==> src/logic/bus_match_pkg.sv <==
// Purpose: Constants and carrier types for the right-port width matcher
// Assumes: Single clock, synchronous active-low reset
// Notes: Shared by the counter/matcher core, the array model, the assertions and the bench
// Behaviour
// - Both selects low gives full 36-bit port
// - Match high, size low: 18 bits, pins 0-17
// - Match high, size high: 9 bits, pins 0-8
// - Endian select ignored in 36-bit mode
// - 18-bit: low half first unless big endian
// - 9-bit: lanes ascend, or descend when big endian
// - 18-bit word needs at least two cycles
// - 9-bit word needs at least four cycles
// - Sub-counter counts up little, down big
// - Two sub-counter bits extend right address
// - Word address is fifteen bits wide
// - Strobe and count-advance together load address
// - Count-advance alone increments every edge
// - Counter clear resets burst counter
// - 36-bit readback: address on pins 3-17
// - 18-bit readback one cycle; 9-bit two cycles
// - 36-bit right port without lane selects
// - Data organised as four nine-bit lanes
// - Clear first; load, hold, increment by strobes
// - Counter independent of chip enable
`default_nettype none

package bus_match_pkg;
	// ****************************************
	// Geometry
	// ****************************************
	localparam int WORD_W = 36;
	localparam int LANE_W = 9;
	localparam int LANES = 4;
	localparam int HALF_W = 18;
	localparam int ADDR_W = 15;
	localparam int SUB_W = 2;
	localparam int FIFO_DEPTH = 4;

	// ****************************************
	// Readback pin positions and reset values
	// ****************************************
	localparam int RB36_LSB = 3;
	localparam int RB18_LSB = 2;
	localparam int RB9_LSB = 1;
	localparam logic [ADDR_W-1:0] ADDR_RESET = 15'h0000;
	localparam logic [SUB_W-1:0] SUB_RESET = 2'h0;
	localparam logic [SUB_W-1:0] SUB_LAST = 2'h3;

	// Port width configuration
	typedef enum logic [2:0] {
		WIDTH_36 = 3'h1,
		WIDTH_18 = 3'h2,
		WIDTH_9 = 3'h4
	} width_mode_t;

	// Counter command derived from the strobes
	typedef enum logic [3:0] {
		CMD_CLEAR = 4'h1,
		CMD_LOAD = 4'h2,
		CMD_HOLD = 4'h4,
		CMD_INC = 4'h8
	} counter_cmd_t;

	// Readback sequencing states
	typedef enum logic [1:0] {
		RB_FIRST = 2'h1,
		RB_SECOND = 2'h2
	} readback_state_t;

	// Word leaving the matcher toward the array side
	typedef struct packed {
		logic [ADDR_W-1:0] addr;
		logic [WORD_W-1:0] data;
	} word_beat_t;
endpackage : bus_match_pkg

`default_nettype wire

==> src/logic/beat_fifo.sv <==
// Purpose: Small flip-flop FIFO with valid/ready on both sides
// Assumes: Synchronous active-low reset, depth a power of two
// Notes: Full and empty come straight from the occupancy count
`default_nettype none

module beat_fifo #(
	parameter int WIDTH = 51,
	parameter int DEPTH = 4
) (
	input wire logic i_ref_clk,
	input wire logic i_reset_n,
	input wire logic i_in_valid,
	output logic o_in_ready,
	input wire logic [WIDTH-1:0] i_in_data,
	output logic o_out_valid,
	input wire logic i_out_ready,
	output logic [WIDTH-1:0] o_out_data
);
	localparam int PTR_W = $clog2(DEPTH);

	logic [WIDTH-1:0] store_reg [DEPTH];
	logic [PTR_W-1:0] wr_ptr_reg;
	logic [PTR_W-1:0] rd_ptr_reg;
	logic [PTR_W:0] count_reg;
	wire logic push;
	wire logic pop;
	wire logic full;
	wire logic empty;

	// Occupancy flags and handshakes
	assign full = (count_reg == (PTR_W+1)'(DEPTH));
	assign empty = (count_reg == '0);
	assign push = i_in_valid && !full;
	assign pop = !empty && i_out_ready;
	assign o_in_ready = !full;
	assign o_out_valid = !empty;
	assign o_out_data = store_reg[rd_ptr_reg];

	// Pointers and count
	always_ff @(posedge i_ref_clk) begin
		if (!i_reset_n) begin
			wr_ptr_reg <= '0;
			rd_ptr_reg <= '0;
			count_reg <= '0;
		end else begin
			if (push)
				wr_ptr_reg <= wr_ptr_reg + 1'b1;
			if (pop)
				rd_ptr_reg <= rd_ptr_reg + 1'b1;
			count_reg <= count_reg + {{PTR_W{1'b0}}, push}
				- {{PTR_W{1'b0}}, pop};
		end
	end

	// Storage written on push
	always_ff @(posedge i_ref_clk) begin
		if (push)
			store_reg[wr_ptr_reg] <= i_in_data;
	end
endmodule : beat_fifo

`default_nettype wire

==> src/logic/bus_match_counter.sv <==
// Purpose: Right-port width matching with burst address counter
// Assumes: Pins synchronous to i_ref_clk, configuration held static
// Notes: Writes assemble into full words queued toward the array
`default_nettype none

module bus_match_counter
	import bus_match_pkg::*;
#(
	parameter int FIFO_WORDS = FIFO_DEPTH
) (
	input wire logic i_ref_clk,
	input wire logic i_reset_n,
	// Configuration pins
	input wire logic i_width_match_select,
	input wire logic i_size_select,
	input wire logic i_endian_order_select,
	// Counter control pins
	input wire logic i_address_load_strobe_n,
	input wire logic i_count_advance_n,
	input wire logic i_counter_clear_n,
	input wire logic [ADDR_W-1:0] i_addr,
	// Access control
	input wire logic i_chip_enable_n,
	input wire logic i_write_n,
	input wire logic i_output_enable_n,
	// Right data pins as three signals
	input wire logic [WORD_W-1:0] i_data,
	output logic [WORD_W-1:0] o_data,
	output logic [WORD_W-1:0] o_data_oe,
	// Read word supplied by the array for the current address
	input wire logic [WORD_W-1:0] i_array_rdata,
	// Assembled write words toward the array
	output logic o_wr_valid,
	input wire logic i_wr_ready,
	output word_beat_t o_wr_beat,
	output logic o_accept_ready,
	// Status
	output logic [ADDR_W-1:0] o_word_addr,
	output logic [SUB_W-1:0] o_lane_index
);
	// ****************************************
	// Configuration decode
	// ****************************************
	width_mode_t width_mode;
	wire logic big_endian;
	wire logic narrow;
	wire logic [SUB_W-1:0] lane_first;
	wire logic [SUB_W-1:0] lane_final;
	wire logic [SUB_W-1:0] sub_step;

	// Width from the two select pins
	assign width_mode = !i_width_match_select ? WIDTH_36 :
		(i_size_select ? WIDTH_9 : WIDTH_18);
	// Endian ignored in the full-width mode
	assign big_endian = (width_mode != WIDTH_36)
		&& i_endian_order_select;
	assign narrow = (width_mode != WIDTH_36);
	// Halves step by two lanes, bytes by one
	assign sub_step = (width_mode == WIDTH_18) ? 2'h2 : 2'h1;
	assign lane_first = big_endian ? SUB_LAST : SUB_RESET;
	assign lane_final = big_endian ? SUB_RESET : SUB_LAST;

	// ****************************************
	// Counter command decode
	// ****************************************
	counter_cmd_t cmd;
	wire logic readback_req;

	// Clear wins, then strobe pair picks the mode; chip enable unused
	assign cmd = !i_counter_clear_n ? CMD_CLEAR :
		(!i_address_load_strobe_n && !i_count_advance_n) ? CMD_LOAD :
		(!i_count_advance_n) ? CMD_INC : CMD_HOLD;
	// Hold with strobe low, write high and output enable low is the readback mode; chip enable not decoded
	assign readback_req = i_counter_clear_n && !i_address_load_strobe_n
		&& i_count_advance_n && i_write_n && !i_output_enable_n;

	// ****************************************
	// Address and lane sub-counter
	// ****************************************
	logic [ADDR_W-1:0] addr_reg;
	logic [ADDR_W-1:0] addr_next;
	logic [SUB_W-1:0] sub_reg;
	logic [SUB_W-1:0] sub_next;
	wire logic word_done;

	assign word_done = !narrow || (sub_reg == lane_final)
		|| (width_mode == WIDTH_18 && sub_reg == (lane_final ^ 2'h1));

	// Next address and lane
	always_comb begin
		addr_next = addr_reg;
		sub_next = sub_reg;
		case (cmd)
			CMD_CLEAR: begin
				addr_next = ADDR_RESET;
				sub_next = lane_first;
			end
			CMD_LOAD: begin
				addr_next = i_addr;
				sub_next = lane_first;
			end
			CMD_INC: begin
				// Lane walks first, word advances at its end
				if (word_done) begin
					addr_next = addr_reg + 1'b1;
					sub_next = lane_first;
				end else if (big_endian)
					sub_next = sub_reg - sub_step;
				else
					sub_next = sub_reg + sub_step;
			end
			CMD_HOLD: begin
				addr_next = addr_reg;
				sub_next = sub_reg;
			end
			default: begin
				addr_next = addr_reg;
				sub_next = sub_reg;
			end
		endcase
	end

	// Counter registers, zero after reset
	always_ff @(posedge i_ref_clk) begin
		if (!i_reset_n) begin
			addr_reg <= ADDR_RESET;
			sub_reg <= SUB_RESET;
		end else begin
			addr_reg <= addr_next;
			sub_reg <= sub_next;
		end
	end

	// Lane index used on this cycle, current word address
	wire logic [SUB_W-1:0] lane_now;
	assign lane_now = (cmd == CMD_LOAD || cmd == CMD_CLEAR)
		? lane_first : sub_reg;
	wire logic [SUB_W-1:0] half_base;
	assign half_base = {lane_now[1], 1'b0};
	assign o_word_addr = addr_reg;
	assign o_lane_index = sub_reg;

	// ****************************************
	// Readback sequencer
	// ****************************************
	readback_state_t rb_state_reg;
	readback_state_t rb_state_next;

	// Byte mode needs a second readback cycle
	always_comb begin
		case (rb_state_reg)
			RB_FIRST:
				rb_state_next = (readback_req && width_mode == WIDTH_9)
					? RB_SECOND : RB_FIRST;
			RB_SECOND:
				rb_state_next = RB_FIRST;
			default:
				rb_state_next = RB_FIRST;
		endcase
	end

	always_ff @(posedge i_ref_clk) begin
		if (!i_reset_n)
			rb_state_reg <= RB_FIRST;
		else
			rb_state_reg <= rb_state_next;
	end

	// ****************************************
	// Read data steering
	// ****************************************
	wire logic [LANE_W-1:0] lane_data [LANES];
	wire logic [HALF_W-1:0] half_data;
	logic [WORD_W-1:0] rd_mux;
	logic [WORD_W-1:0] width_oe;
	wire logic drive_en;

	// Four nine-bit lanes of the array word
	genvar g;
	generate
		for (g = 0; g < LANES; g++) begin : g_lane
			assign lane_data[g] = i_array_rdata[g*LANE_W +: LANE_W];
		end
	endgenerate
	assign half_data = {lane_data[half_base + 2'h1], lane_data[half_base]};

	// Data or counter value placed by width
	always_comb begin
		rd_mux = '0;
		width_oe = '0;
		case (width_mode)
			WIDTH_36: begin
				width_oe = '1;
				if (readback_req)
					rd_mux[RB36_LSB +: ADDR_W] = addr_reg;
				else
					rd_mux = i_array_rdata;
			end
			WIDTH_18: begin
				width_oe[HALF_W-1:0] = '1;
				if (readback_req)
					rd_mux[RB18_LSB +: ADDR_W+1] =
						{addr_reg, sub_reg[1]};
				else
					rd_mux[HALF_W-1:0] = half_data;
			end
			WIDTH_9: begin
				width_oe[LANE_W-1:0] = '1;
				if (rb_state_reg == RB_SECOND)
					rd_mux[RB9_LSB +: 8] =
						{addr_reg[5:0], sub_reg};
				else if (readback_req)
					rd_mux[LANE_W-1:0] = addr_reg[ADDR_W-1:6];
				else
					rd_mux[LANE_W-1:0] = lane_data[lane_now];
			end
			default: begin
				rd_mux = '0;
				width_oe = '0;
			end
		endcase
	end

	// Drive on a selected read with outputs enabled, or in the second byte readback cycle
	assign drive_en = (!i_chip_enable_n && i_write_n && !i_output_enable_n)
		|| rb_state_reg == RB_SECOND;

	// Output data from flip-flops, enable follows
	always_ff @(posedge i_ref_clk) begin
		if (!i_reset_n) begin
			o_data <= '0;
			o_data_oe <= '0;
		end else begin
			o_data <= rd_mux;
			o_data_oe <= drive_en ? width_oe : '0;
		end
	end

	// ****************************************
	// Write assembly
	// ****************************************
	logic [WORD_W-1:0] asm_reg;
	logic [WORD_W-1:0] asm_next;
	wire logic wr_cycle;
	wire logic fifo_in_ready;
	wire logic push;
	word_beat_t push_beat;

	assign wr_cycle = !i_chip_enable_n && !i_write_n;

	// Merge the incoming slice into its lanes
	always_comb begin
		asm_next = asm_reg;
		case (width_mode)
			WIDTH_36:
				asm_next = i_data;
			WIDTH_18:
				asm_next[half_base*LANE_W +: HALF_W] =
					i_data[HALF_W-1:0];
			WIDTH_9:
				asm_next[lane_now*LANE_W +: LANE_W] =
					i_data[LANE_W-1:0];
			default:
				asm_next = asm_reg;
		endcase
	end

	// Word complete on its last slice, or every 36-bit write
	assign push = wr_cycle && (!narrow
		|| lane_now == lane_final
		|| (width_mode == WIDTH_18
			&& lane_now == (lane_final ^ 2'h1)));
	assign push_beat.addr = (cmd == CMD_LOAD) ? i_addr
		: (cmd == CMD_CLEAR) ? ADDR_RESET : addr_reg;
	assign push_beat.data = asm_next;
	assign o_accept_ready = fifo_in_ready;

	always_ff @(posedge i_ref_clk) begin
		if (!i_reset_n)
			asm_reg <= '0;
		else if (wr_cycle)
			asm_reg <= asm_next;
	end

	// Queue of complete words; the master watches accept ready
	beat_fifo #(
		.WIDTH($bits(word_beat_t)),
		.DEPTH(FIFO_WORDS)
	) u_wr_fifo (
		.i_ref_clk(i_ref_clk),
		.i_reset_n(i_reset_n),
		.i_in_valid(push),
		.o_in_ready(fifo_in_ready),
		.i_in_data(push_beat),
		.o_out_valid(o_wr_valid),
		.i_out_ready(i_wr_ready),
		.o_out_data(o_wr_beat)
	);
endmodule : bus_match_counter

`default_nettype wire

==> config.mk <==
export PLATFORM = sky130hd
export DESIGN_NAME = bus_match_counter
export DESIGN_NICKNAME = d
export VERILOG_FILES = /design/src/logic/bus_match_pkg.sv /design/src/logic/beat_fifo.sv /design/src/logic/bus_match_counter.sv
export SDC_FILE = /design/constraint.sdc
export NUM_CORES = 1
export LEC_CHECK = 0
export BUFFER_PORTS_ARGS = -buffer_cell sky130_fd_sc_hd__buf_2
export CAP_MARGIN = 5
export CORE_MARGIN = 3
export CORE_UTILIZATION = 40
export DETAILED_ROUTE_END_ITERATION = 16
export PLACE_DENSITY = 0.7
export SLEW_MARGIN = 30
export SYNTH_ARGS = -nofsm -noshare
export SYNTH_HDL_FRONTEND = slang
export SYNTH_SLANG_ARGS = --single-unit
==> constraint.sdc <==
create_clock -name i_ref_clk -period 5.09 [get_ports i_ref_clk]
set_clock_uncertainty 0.2 [all_clocks]
set_input_delay 1.527 -clock i_ref_clk [delete_from_list [all_inputs] [get_ports i_ref_clk]]
set_output_delay 1.527 -clock i_ref_clk [all_outputs]
set_load 0.005 [all_outputs]
# Word-level counts from Yosys, hierarchy flattened
# Memories as Yosys holds them, arrays and structs flattened. A register that Yosys moved wholly into a read port is not among the register bits.
# Index checks and enable logic that the tools add are counted.
[classes]
addsub = 10
n_mul = 2
n_lt_le_gt_ge = 3
n_eq_ne = 15
n_shift = 4
mux = 45
bitwise_logic = 6
reduce_logical = 39
[ops]
columns = ["op", "n"]
rows = [
  ["$pmux 36 s3", 1],
  ["$mux 9", 9],
  ["$bwmux 36", 2],
  ["$neg 6->34", 2],
  ["$mux 15", 4],
  ["$bmux 9 s2", 3],
  ["$pmux 15 s3", 1],
  ["$shift 18x34->36 const A", 1],
  ["$shift 9x34->36 const A", 1],
  ["$shiftx 18x34->36", 1],
  ["$shiftx 9x34->36", 1],
  ["$pmux 9 s3", 1],
  ["$mux 2", 10],
  ["$mux 18", 1],
  ["$pmux 9 s2", 1],
  ["$mux 16", 1],
  ["$add 15x1->15 const B", 1],
  ["$logic_and 1x1->1", 15],
  ["$mux 4", 3],
  ["$ge 3x3->1 const B", 3],
  ["$mux 3", 3],
  ["$not 2->3", 3],
  ["$eq 2x2->1", 4],
  ["$logic_not 1->1", 8],
  ["other kinds (28)", 44],
]
[totals]
regBits = 134
ram_bits = 204
inputBits = 99
output_inout_bits = 142
wordCells = 135
n_memories = 1
[memory_table]
columns = ["memory", "words", "width", "rd", "rd_clocked_by_memory_dff", "write_ports", "line_no", "rtl"]
rows = [
  ["u_wr_fifo.store_reg", 4, 51, 1, 1, 1, "beat_fifo.sv:21", "logic [WIDTH-1:0] store_reg [DEPTH];"],
]

# Longest topological paths before layout
# Gate-level depths: netlist of the first run.
[depth]
ltp_word = 14
ltp_mapped = 13

# Hierarchy
# A second synthesis of the first run with hierarchy kept.
[hier_totals]
cells_unflattened = 1115
area_unflattened_um2 = 14144.8
[modules_own_cells]
columns = ["mod", "instances", "cells_each", "area_per_inst_um2"]
rows = [
  ["beat_fifo", 1, 315, 7898.8],
  ["bus_match_counter", 1, 800, 6246.0],
]

# Worst setup path after synthesis of the first run
# Ideal clock, no wire load.
[synth_path]
kind = "input port to flip-flop"
startpoint = "input i_endian_order_select"
endpoint = "memory u_wr_fifo.store_reg[0][0], enable pin"
arrival_ns = 3.824
path_slack_ns = 0.652
stages = 5
n_path_buf = 1
path_cell_list = "buf_2 a21bo_2 o221ai_2 o2111a_1 and2_1"
[synth_via]
elab_chain_len = 10
elab_cells_between_ends = 14
classes_between = "2 x eq/ne; 5 x mux; 1 x bitwise; 6 x reduce/logical"
[synth_lines]
columns = ["item", "line_no", "rtl"]
rows = [
  ["from (decl)", "bus_match_counter.sv:16", "input wire logic i_endian_order_select,"],
  ["$logic_and 1x1->1 (*)", "bus_match_counter.sv:56", "&& i_endian_order_select;"],
  ["$mux 2, on equally long branches", "bus_match_counter.sv:60, bus_match_counter.sv:61", ""],
  ["$mux 2 / $not 1->1 (equally long branches)", "-", ""],
  ["$eq 2x2->1, on equally long branches", "bus_match_counter.sv:270, bus_match_counter.sv:272", ""],
  ["$logic_or 1x1->1 / $logic_and 1x1->1 (equally long branches)", "bus_match_counter.sv:270, bus_match_counter.sv:272", ""],
  ["$logic_or 1x1->1 (*)", "bus_match_counter.sv:271", "|| (width_mode == WIDTH_18"],
  ["$logic_and 1x1->1 (*)", "bus_match_counter.sv:269", "assign push = wr_cycle && (!narrow"],
  ["$logic_and 1x1->1 (*)", "beat_fifo.sv:33", "assign push = i_in_valid && !full;"],
  ["named net u_wr_fifo.push", "beat_fifo.sv:25", "wire logic push;"],
  ["$mux 1 (*)", "beat_fifo.sv:57", "if (push)"],
  ["$mux 1 (not written as such) (*)", "beat_fifo.sv:58", "store_reg[wr_ptr_reg] <= i_in_data;"],
  ["to (decl)", "beat_fifo.sv:21", ""],
]
# Mark *: on every way through the listed nets, which the timed path passes. The rest lies on a longest branch.

==> summary.md, run 1 <==
| Metric | Value |
|---|---|
| Dominant synthesized flop cell | edfxtp_1 |
| Worst-Skew Late Latency | 0.51 ns |
| Rows | 68 |
| R2r endpoint | u_wr_fifo.count_reg[2]$_SDFF_PN0_ |
| RSZ-0062 raised after global routing | false |
| Setup Fix Bufs, Post-CTS | 0 |
| First-pass GRT wire length | 63.9 mm |
| Height of the die | 194 um |
| Global Route Usage Sum | 21.7% |
| FF-to-FF setup slack | 1.94 ns |
| Hold Path Class | register to register |
| Worst Hold End | asm_reg[7]$_SDFFE_PN0P_ |
| WP data arrival | 2.38 ns |
| Final worst slack | 0.985 ns |
| Post-synthesis sequential area ratio | 58.2% |
| Max clock buf depth | 3 |
| Syn avg cell area | 13.0 um2 |
| CP max FO | 26 |
| Post-Synthesis Cell Area | 14100 um2 |
| Clock-pin slew on the worst setup and hold paths | 0.07 ns |
| Hold Startpoint | asm_reg[7]$_SDFFE_PN0P_ |
| Final period util | 80.6% |
| Final setup fails | 0 |
| Total power divided by cell area | 385 nW/um2 |
| DRC | 0 |
| Max reg flops | 204 |
| CTS resizes | 0 |
| Drt via density | 5.96 |
| Hold buffers post-CTS | 0 |
| Req. time, crit path | 3.36 ns |
| Largest net degree at the start of global routing | 52 |
| CORE AREA | 34600 um2 |
| Final ANT Viol Nets | 0 |
| Max-slew violations | 0 |
| Final HPWL DP | 28.7 mm |
| Die area | 37500 um2 |
| Total power | 6.40 mW |
| CP Capture Type | primary output |
| Register Area | 8190 um2 |
| Initial Util | 40.6% |
| RD Place Congestion | 0.918 |
| Crit Path Class | register to primary output |
| Post-Syn Nets | 1193 |
| Footprint of the multi-input gates | 5170 um2 |
| Vias in the first global route | 10400 |
| Reg2reg start | o_lane_index[1]$_SDFFE_PN0P_ |
| Startpoint Class | register |
| Hold path depth | 2 |
| CTS tree | built |
| Status | finished clean |
| Drt first pass iters | 6 |
| Max cap viols | 0 |
| Initial antenna violation count | 4 |
| Final Util | 48.0% |
| Number of nets in the layout | 1384 |
| Remaining global-route overflow | 0 |
| Io pins | 241 |
| # clock sinks | 307 |
| #FFs+latches synth | 307 |
| Max_slew headroom | 42.1% |
| # port buffers | 240 |
| Layout cells sized above 1 | 31.5% |
| H-tree lvl count | 2 |
| Synth async-reset ratio | 0% |
| Minimum clock period | 4.10 ns |
| Max Freq | 244 MHz |
| DIE WIDTH | 194 um |
| Leakage power | 6.20 nW |
| DRT Wirelength | 41.7 mm |
| Worst r2r path cells | 10 |
| Post-synth EDFFs | 204 |
| Post-synth cell types | 70 |
| Root Buffer | clkbuf_16 |
| Pre-CTS setup slack | 0.842 ns |
| Yosys warns | 0 |
| Fillers | 3046 |
| Syn Inst Count | 1084 |
| Hold Fails Final Rpt | 0 |
| Num CTS Buffers | 34 |
| Setup TNS | 0 ns |
| Area growth syn-to-layout | 18.1% |
| DR vias | 10500 |
| WL per Instance | 23.7 um |
| Worst vdd ir | 0.000208 V |
| DR iter-0 viols | 1367 |
| Worst-margin pin slew | 0.844 ns |
## critical path: stages, from the launching register on
cell and delay (ns):
dfxtp_2 0.80, buf_4 0.49, mux4_2 0.42, buf_2 0.16
## Yosys cell counts, types with 12 or more instances
library cell	count	share of area, %
edfxtp_1	204	44
dfxtp_1	103	15
nand2_1	82	2.2
mux4_2	59	9.4
clkbuf_1	50	1.3
o21ai_0	44	1.6
and2_1	41	1.8
nand3_1	38	1.4
nor2_1	38	1.0
buf_4	34	1.8
a31oi_1	27	1.2
inv_1	25	0.67
and3_1	24	1.1
mux2i_1	24	1.7
buf_2	20	0.71
a22oi_1	19	1.0
a21oi_1	18	0.64
o21a_1	14	0.75
nor3_1	13	0.46
a22o_1	12	0.75
## worst max-delay path by stage
| stage | startpoint | endpoint | slack, ns | depth (start not counted) |
|---|---|---|---|---|
| final | register | o_wr_beat[18] | 0.99 | 3 |
| after global routing | register | o_wr_beat[0] | 0.85 | 3 |
| after CTS | register | o_wr_beat[0] | 0.92 | 3 |
| after detailed placement | i_address_load_strobe_n | u_wr_fifo.store_reg[3][24]$_DFFE_PP_ | 0.84 | 10 |
| after global placement | i_endian_order_select | asm_reg[17]$_SDFFE_PN0P_ | 0.91 | 10 |
| after floorplan | i_endian_order_select | u_wr_fifo.store_reg[0][0]$_DFFE_PP_ | 0.65 | 5 |
## placed cells by master (no fill, tap or decap), types with 18 or more instances in the layout
cell | netlist | routed
and2_1 | 41 | 37
and3_1 | 24 | 24
mux4_2 | 59 | 59
o21ai_0 | 44 | 44
inv_1 | 25 | 25
clkbuf_16 | 0 | 37
nand2_1 | 82 | 82
dfxtp_1 | 103 | 101
nor2_1 | 38 | 37
mux2i_1 | 24 | 24
a21oi_1 | 18 | 18
edfxtp_1 | 204 | 204
nand3_1 | 38 | 38
buf_2 | 20 | 240
a22oi_1 | 19 | 19
a31oi_1 | 27 | 27
buf_4 | 34 | 24
## kinds of logic (layout without fill, tap and decap cells)
| logic type | count (synthesis) | in the layout | synth area share [%] |
|---|---|---|---|
| DFF | 307 | 307 | 58.2 |
| and+or+nand+nor | 278 | 278 | 10.1 |
| AOI/OAI and AO/OA | 247 | 247 | 13.2 |
| buffers and inverters | 141 | 357 | 5.16 |
| muxes | 92 | 92 | 11.9 |
| adders and majority gates | 10 | 10 | 0.942 |
| xor gates and xnor gates | 9 | 9 | 0.560 |
| other | 0 | 1 | 0 |
## through the flow
stage               hold WS [ns]  cells  area [um2]
floorplan                  0.246   1084       14100
global placement           0.252   1694       15500
detailed placement         0.260   1694       15500
CTS                        0.268   1755       16600
global route               0.291   1756       16600
finish                     0.268   1756       16600
## power breakdown
group / switching, mW / internal [mW] / total, mW
Sequential: 0.120 / 2.77 / 2.89
Combinational: 0.562 / 0.547 / 1.11
Clock: 1.01 / 1.39 / 2.40
## per-layer routing
metal / up-vias / global-route usage (%) / routed length, um
li1: 4589 / - / -
met1: 5100 / 29.2 / 16300
met5: - / 0 / 34
met3: 108 / 5.42 / 4490
met4: 6 / 7.13 / 1360
met2: 657 / 34.8 / 19500
## final cells by class
cell class                 instances  share of cell area [%]
antenna                            1                  0.0151
clock buffer                      40                    5.64
clock inverter                    21                   0.979
inverter                          27                   0.610
multi-input combinational        636                    31.1
sequential                       307                    49.3
tap                              455                    3.43
timing repair buffer             269                    8.91
No activity file was read; power rests on OpenSTA's default activity.
==> run 2: changes to the inputs <==
--- a/config.mk
+++ b/config.mk
@@ -5,12 +5,13 @@
 export SDC_FILE = /design/constraint.sdc
 export NUM_CORES = 1
 export LEC_CHECK = 0
+export ABC_AREA = 1
 export BUFFER_PORTS_ARGS = -buffer_cell sky130_fd_sc_hd__buf_2
 export CAP_MARGIN = 5
 export CORE_MARGIN = 3
 export CORE_UTILIZATION = 40
 export DETAILED_ROUTE_END_ITERATION = 16
-export PLACE_DENSITY = 0.7
+export PLACE_DENSITY = 0.72
 export SLEW_MARGIN = 30
 export SYNTH_ARGS = -nofsm -noshare
 export SYNTH_HDL_FRONTEND = slang
==> constraint.sdc (replaced) <==
create_clock -name i_ref_clk -period 3.45 [get_ports i_ref_clk]
set_clock_uncertainty 0.2 [all_clocks]
set_input_delay 1.035 -clock i_ref_clk [delete_from_list [all_inputs] [get_ports i_ref_clk]]
set_output_delay 1.035 -clock i_ref_clk [all_outputs]
set_load 0.005 [all_outputs]
==> run 2 against run 1 <==
First-iteration DRC count fell by 28%. Non-clock buffer count up 11. Combinational power increased by 87%. Sequential power rose by 45%. Setup slack got worse by 0.86 ns. Synthesized area up 3.3%. Die area is 3.2% higher. Critical path depth grew 1. Hold slack better by 0.0048 ns. Largest cell class unchanged. Critical endpoint is now o_wr_beat[6]. Register-to-register slack got worse by 1.0 ns.
==> summary.md, run 2 <==
| Metric | Value |
|---|---|
| Clock-pin slew on the worst setup and hold paths | 0.06 ns (was 0.07 ns) |
| First-pass GRT wire length | 64.9 mm (was 63.9 mm) |
| # port buffers | 240 (unchanged) |
| Number of nets in the layout | 1937 (was 1384) |
| Dominant synthesized flop cell | edfxtp_1 (unchanged) |
| H-tree lvl count | 1 (was 2) |
| Vias in the first global route | 11700 (was 10400) |
| Leakage power | 7.37 nW (was 6.20 nW) |
| Drt first pass iters | 8 (was 6) |
| Status | finished clean (unchanged) |
| Height of the die | 197 um (was 194 um) |
| Total power divided by cell area | 569 nW/um2 (was 385 nW/um2) |
| Final setup fails | 0 (unchanged) |
| DRT Wirelength | 42.8 mm (was 41.7 mm) |
| Final ANT Viol Nets | 0 (unchanged) |
| Worst-Skew Late Latency | 0.58 ns (was 0.51 ns) |
| Cell area after layout | 17200 um2 (was 16600 um2) |
| Max reg flops | 204 (unchanged) |
| # diodes | 0 (was 1) |
| Most frequent cells in the layout | 253 x nand2_1, 240 x buf_2, 226 x nor2_1, 212 x o21ai_0, 204 x edfxtp_1 (was 240 x buf_2, 204 x edfxtp_1, 101 x dfxtp_1, 82 x nand2_1, 59 x mux4_2) |
| RSZ-0062 raised after global routing | false (unchanged) |
| Fillers | 3401 (was 3046) |
| CTS resizes | 0 (unchanged) |
| Final HPWL DP | 29.1 mm (was 28.7 mm) |
| Root Buffer | clkbuf_16 (unchanged) |
| Post-Syn Nets | 1746 (was 1193) |
| Die area | 38700 um2 (was 37500 um2) |
| DR vias | 12300 (was 10500) |
| Io pins | 241 (unchanged) |
| Synth cell count leaders | 253 x nand2_1, 231 x nor2_1, 212 x o21ai_0 (was 204 x edfxtp_1, 103 x dfxtp_1, 82 x nand2_1) |
| Synth async-reset ratio | 0% (unchanged) |
| Hold Path Class | register to register (unchanged) |
| DR iter-0 viols | 980 (was 1367) |
| CORE AREA | 35700 um2 (was 34600 um2) |
| Setup Fix Bufs, Post-CTS | 0 (unchanged) |
| DIE WIDTH | 197 um (was 194 um) |
| Drt via density | 5.34 (was 5.96) |
| Synth area leader | edfxtp_1 (unchanged) |
| Startpoint Class | register (unchanged) |
| Synth top area share | 42.1% (was 43.5%) |
| Global Route Usage Sum | 21.2% (was 21.7%) |
| Yosys warns | 0 (unchanged) |
| Worst Hold Margin | 0.272 ns (was 0.268 ns) |
| Max Freq | 301 MHz |
| WL per Instance | 18.5 um (was 23.7 um) |
| Syn avg cell area | 8.89 um2 (was 13.0 um2) |
| Max cap viols | 0 (unchanged) |
| Rows | 69 (was 68) |
| Post-synth EDFFs | 204 (unchanged) |
| Initial Util | 40.7% (was 40.6%) |
| Post-Synthesis Cell Area | 14500 um2 (was 14100 um2) |
| Post-synth cell types | 42 (was 70) |
| CP Capture Type | primary output (unchanged) |
| Most common cell after layout, fill and taps aside | nand2_1 (was buf_2) |
| Count leader, synth | nand2_1 (was edfxtp_1) |
| Initial antenna violation count | 3 (was 4) |
| Max clock buf depth | 3 (unchanged) |
| CTS tree | built (unchanged) |
| Layout cells sized above 1 | 20.9% (was 31.5%) |
| Placed Cells | 2256 (was 1694) |
| Placed cell areas | 16100 um2 (was 15500 um2) |
| Num CTS Buffers | 31 (was 34) |
| Minimum clock period | 3.32 ns |
| WP data arrival | 2.09 ns (was 2.38 ns) |
| #FFs+latches synth | 307 (unchanged) |
| # clock sinks | 307 (unchanged) |
| Fin cells | 2314 (was 1756) |
| Area growth syn-to-layout | 18.1% (about the same) |
| RD Place Congestion | 0.898 (was 0.918) |
| Syn Inst Count | 1637 (was 1084) |
| Worst vdd ir | 0.000478 V (was 0.000208 V) |
| CP max FO | 102 (was 26) |
| Worst-margin pin slew | 0.798 ns (was 0.844 ns) |
| Remaining global-route overflow | 0 (unchanged) |
| Ranking of synthesized cells by area | edfxtp_1 42%, dfxtp_1 14%, o21ai_0 7.3%, nand2_1 6.5%, nor2_1 6.0% (was edfxtp_1 44%, dfxtp_1 15%, mux4_2 9.4%, nand2_1 2.2%, and2_1 1.8%) |
| Final period util | 96.3% |
| Post-synthesis sequential area ratio | 56.3% (was 58.2%) |
| Final Util | 48.1% (was 48.0%) |
| Req. time, crit path | 2.21 ns (was 3.36 ns) |
| Crit Path Class | register to primary output (unchanged) |
| Register Area | 8190 um2 (about the same) |
| Total power | 9.77 mW (was 6.40 mW) |
| Max_slew headroom | 46.8% (was 42.1%) |
| Hold buffers post-CTS | 0 (unchanged) |
| Hold Fails Final Rpt | 0 (unchanged) |
| Max-slew violations | 0 (unchanged) |
| DRC | 0 (unchanged) |
| Footprint of the multi-input gates | 5100 um2 (was 5170 um2) |
| Largest net degree at the start of global routing | 103 (was 52) |
run 2: cell count changes after synthesis, sizes merged, moves of 24 or more:
| cell | change |
|---|---|
| a21oi | +45 |
| a31oi | -27 |
| and2 | -41 |
| and3 | -25 |
| inv | +146 |
| mux2i | -24 |
| mux4 | -59 |
| nand2 | +182 |
| nor2 | +198 |
| o21ai | +251 |
| o22ai | +53 |
run 2: metal layers:
layer	up-vias	GRT usage, %	routed length [um]
li1	5895	-	-
met1	5792	27.4	17800
met2	549	35.3	20100
met3	107	4.43	3410
met4	4	7.89	1520
met5	-	0	21
run 2: final cells by class:
class | count | area share [%]
Sequential cell | 307 | 47.7
Multi-Input combinational cell | 1036 | 29.7
Clock inverter | 19 | 1.40
Inverter | 172 | 3.76
Tap cell | 461 | 3.36
Clock buffer | 39 | 4.87
Timing Repair Buffer | 280 | 9.25
run 2: stage by stage:
stage,setup slack [ns],setup TNS [ns]
floorplan,-0.480,-97.90
global placement,0.129,0
detailed placement,0.0506,0
CTS,0.0992,0
global route,0.0155,0
finish,0.128,0
run 2: path summary, 6_finish.rpt:
| check | from | to | slack (ns) | cells after the start |
|---|---|---|---|---|
| setup / recovery | register | o_wr_beat[6] | 0.13 | 4 |
| hold / removal | u_wr_fifo.rd_ptr_reg[1]$_SDFFE_PN0P_ | register | 0.27 | 2 |
| setup reg to reg | o_lane_index[0]$_SDFFE_PN0P_ | u_wr_fifo.store_reg[1][14]$_DFFE_PP_ | 0.89 | 11 |
| hold reg to reg | u_wr_fifo.rd_ptr_reg[1]$_SDFFE_PN0P_ | register | 0.27 | 2 |
run 2: power breakdown:
part / total, mW / switching [mW] / internal [mW]
clock network: 3.50 / 1.41 / 2.09
registers: 4.19 / 0.0833 / 4.10
logic: 2.08 / 1.37 / 0.712
run 2: cells by family after synthesis:
| kind of cell | count (synthesis) | synth area share, % |
|---|---|---|
| AO/OA/AOI/OAI | 465 | 17.9 |
| XOR/XNOR | 8 | 0.482 |
| adder cells (fa/ha/maj) | 10 | 0.912 |
| buffers and inverters | 294 | 8.92 |
| flip-flops | 307 | 56.3 |
| AND/OR/NAND/NOR | 553 | 15.5 |
run 2: critical path, stage by stage (launching register included):
cell and delay (ns):
dfxtp_2 0.36, buf_12 0.35, o21ai_0 0.18, o22ai_1 0.42
buf_2 0.20
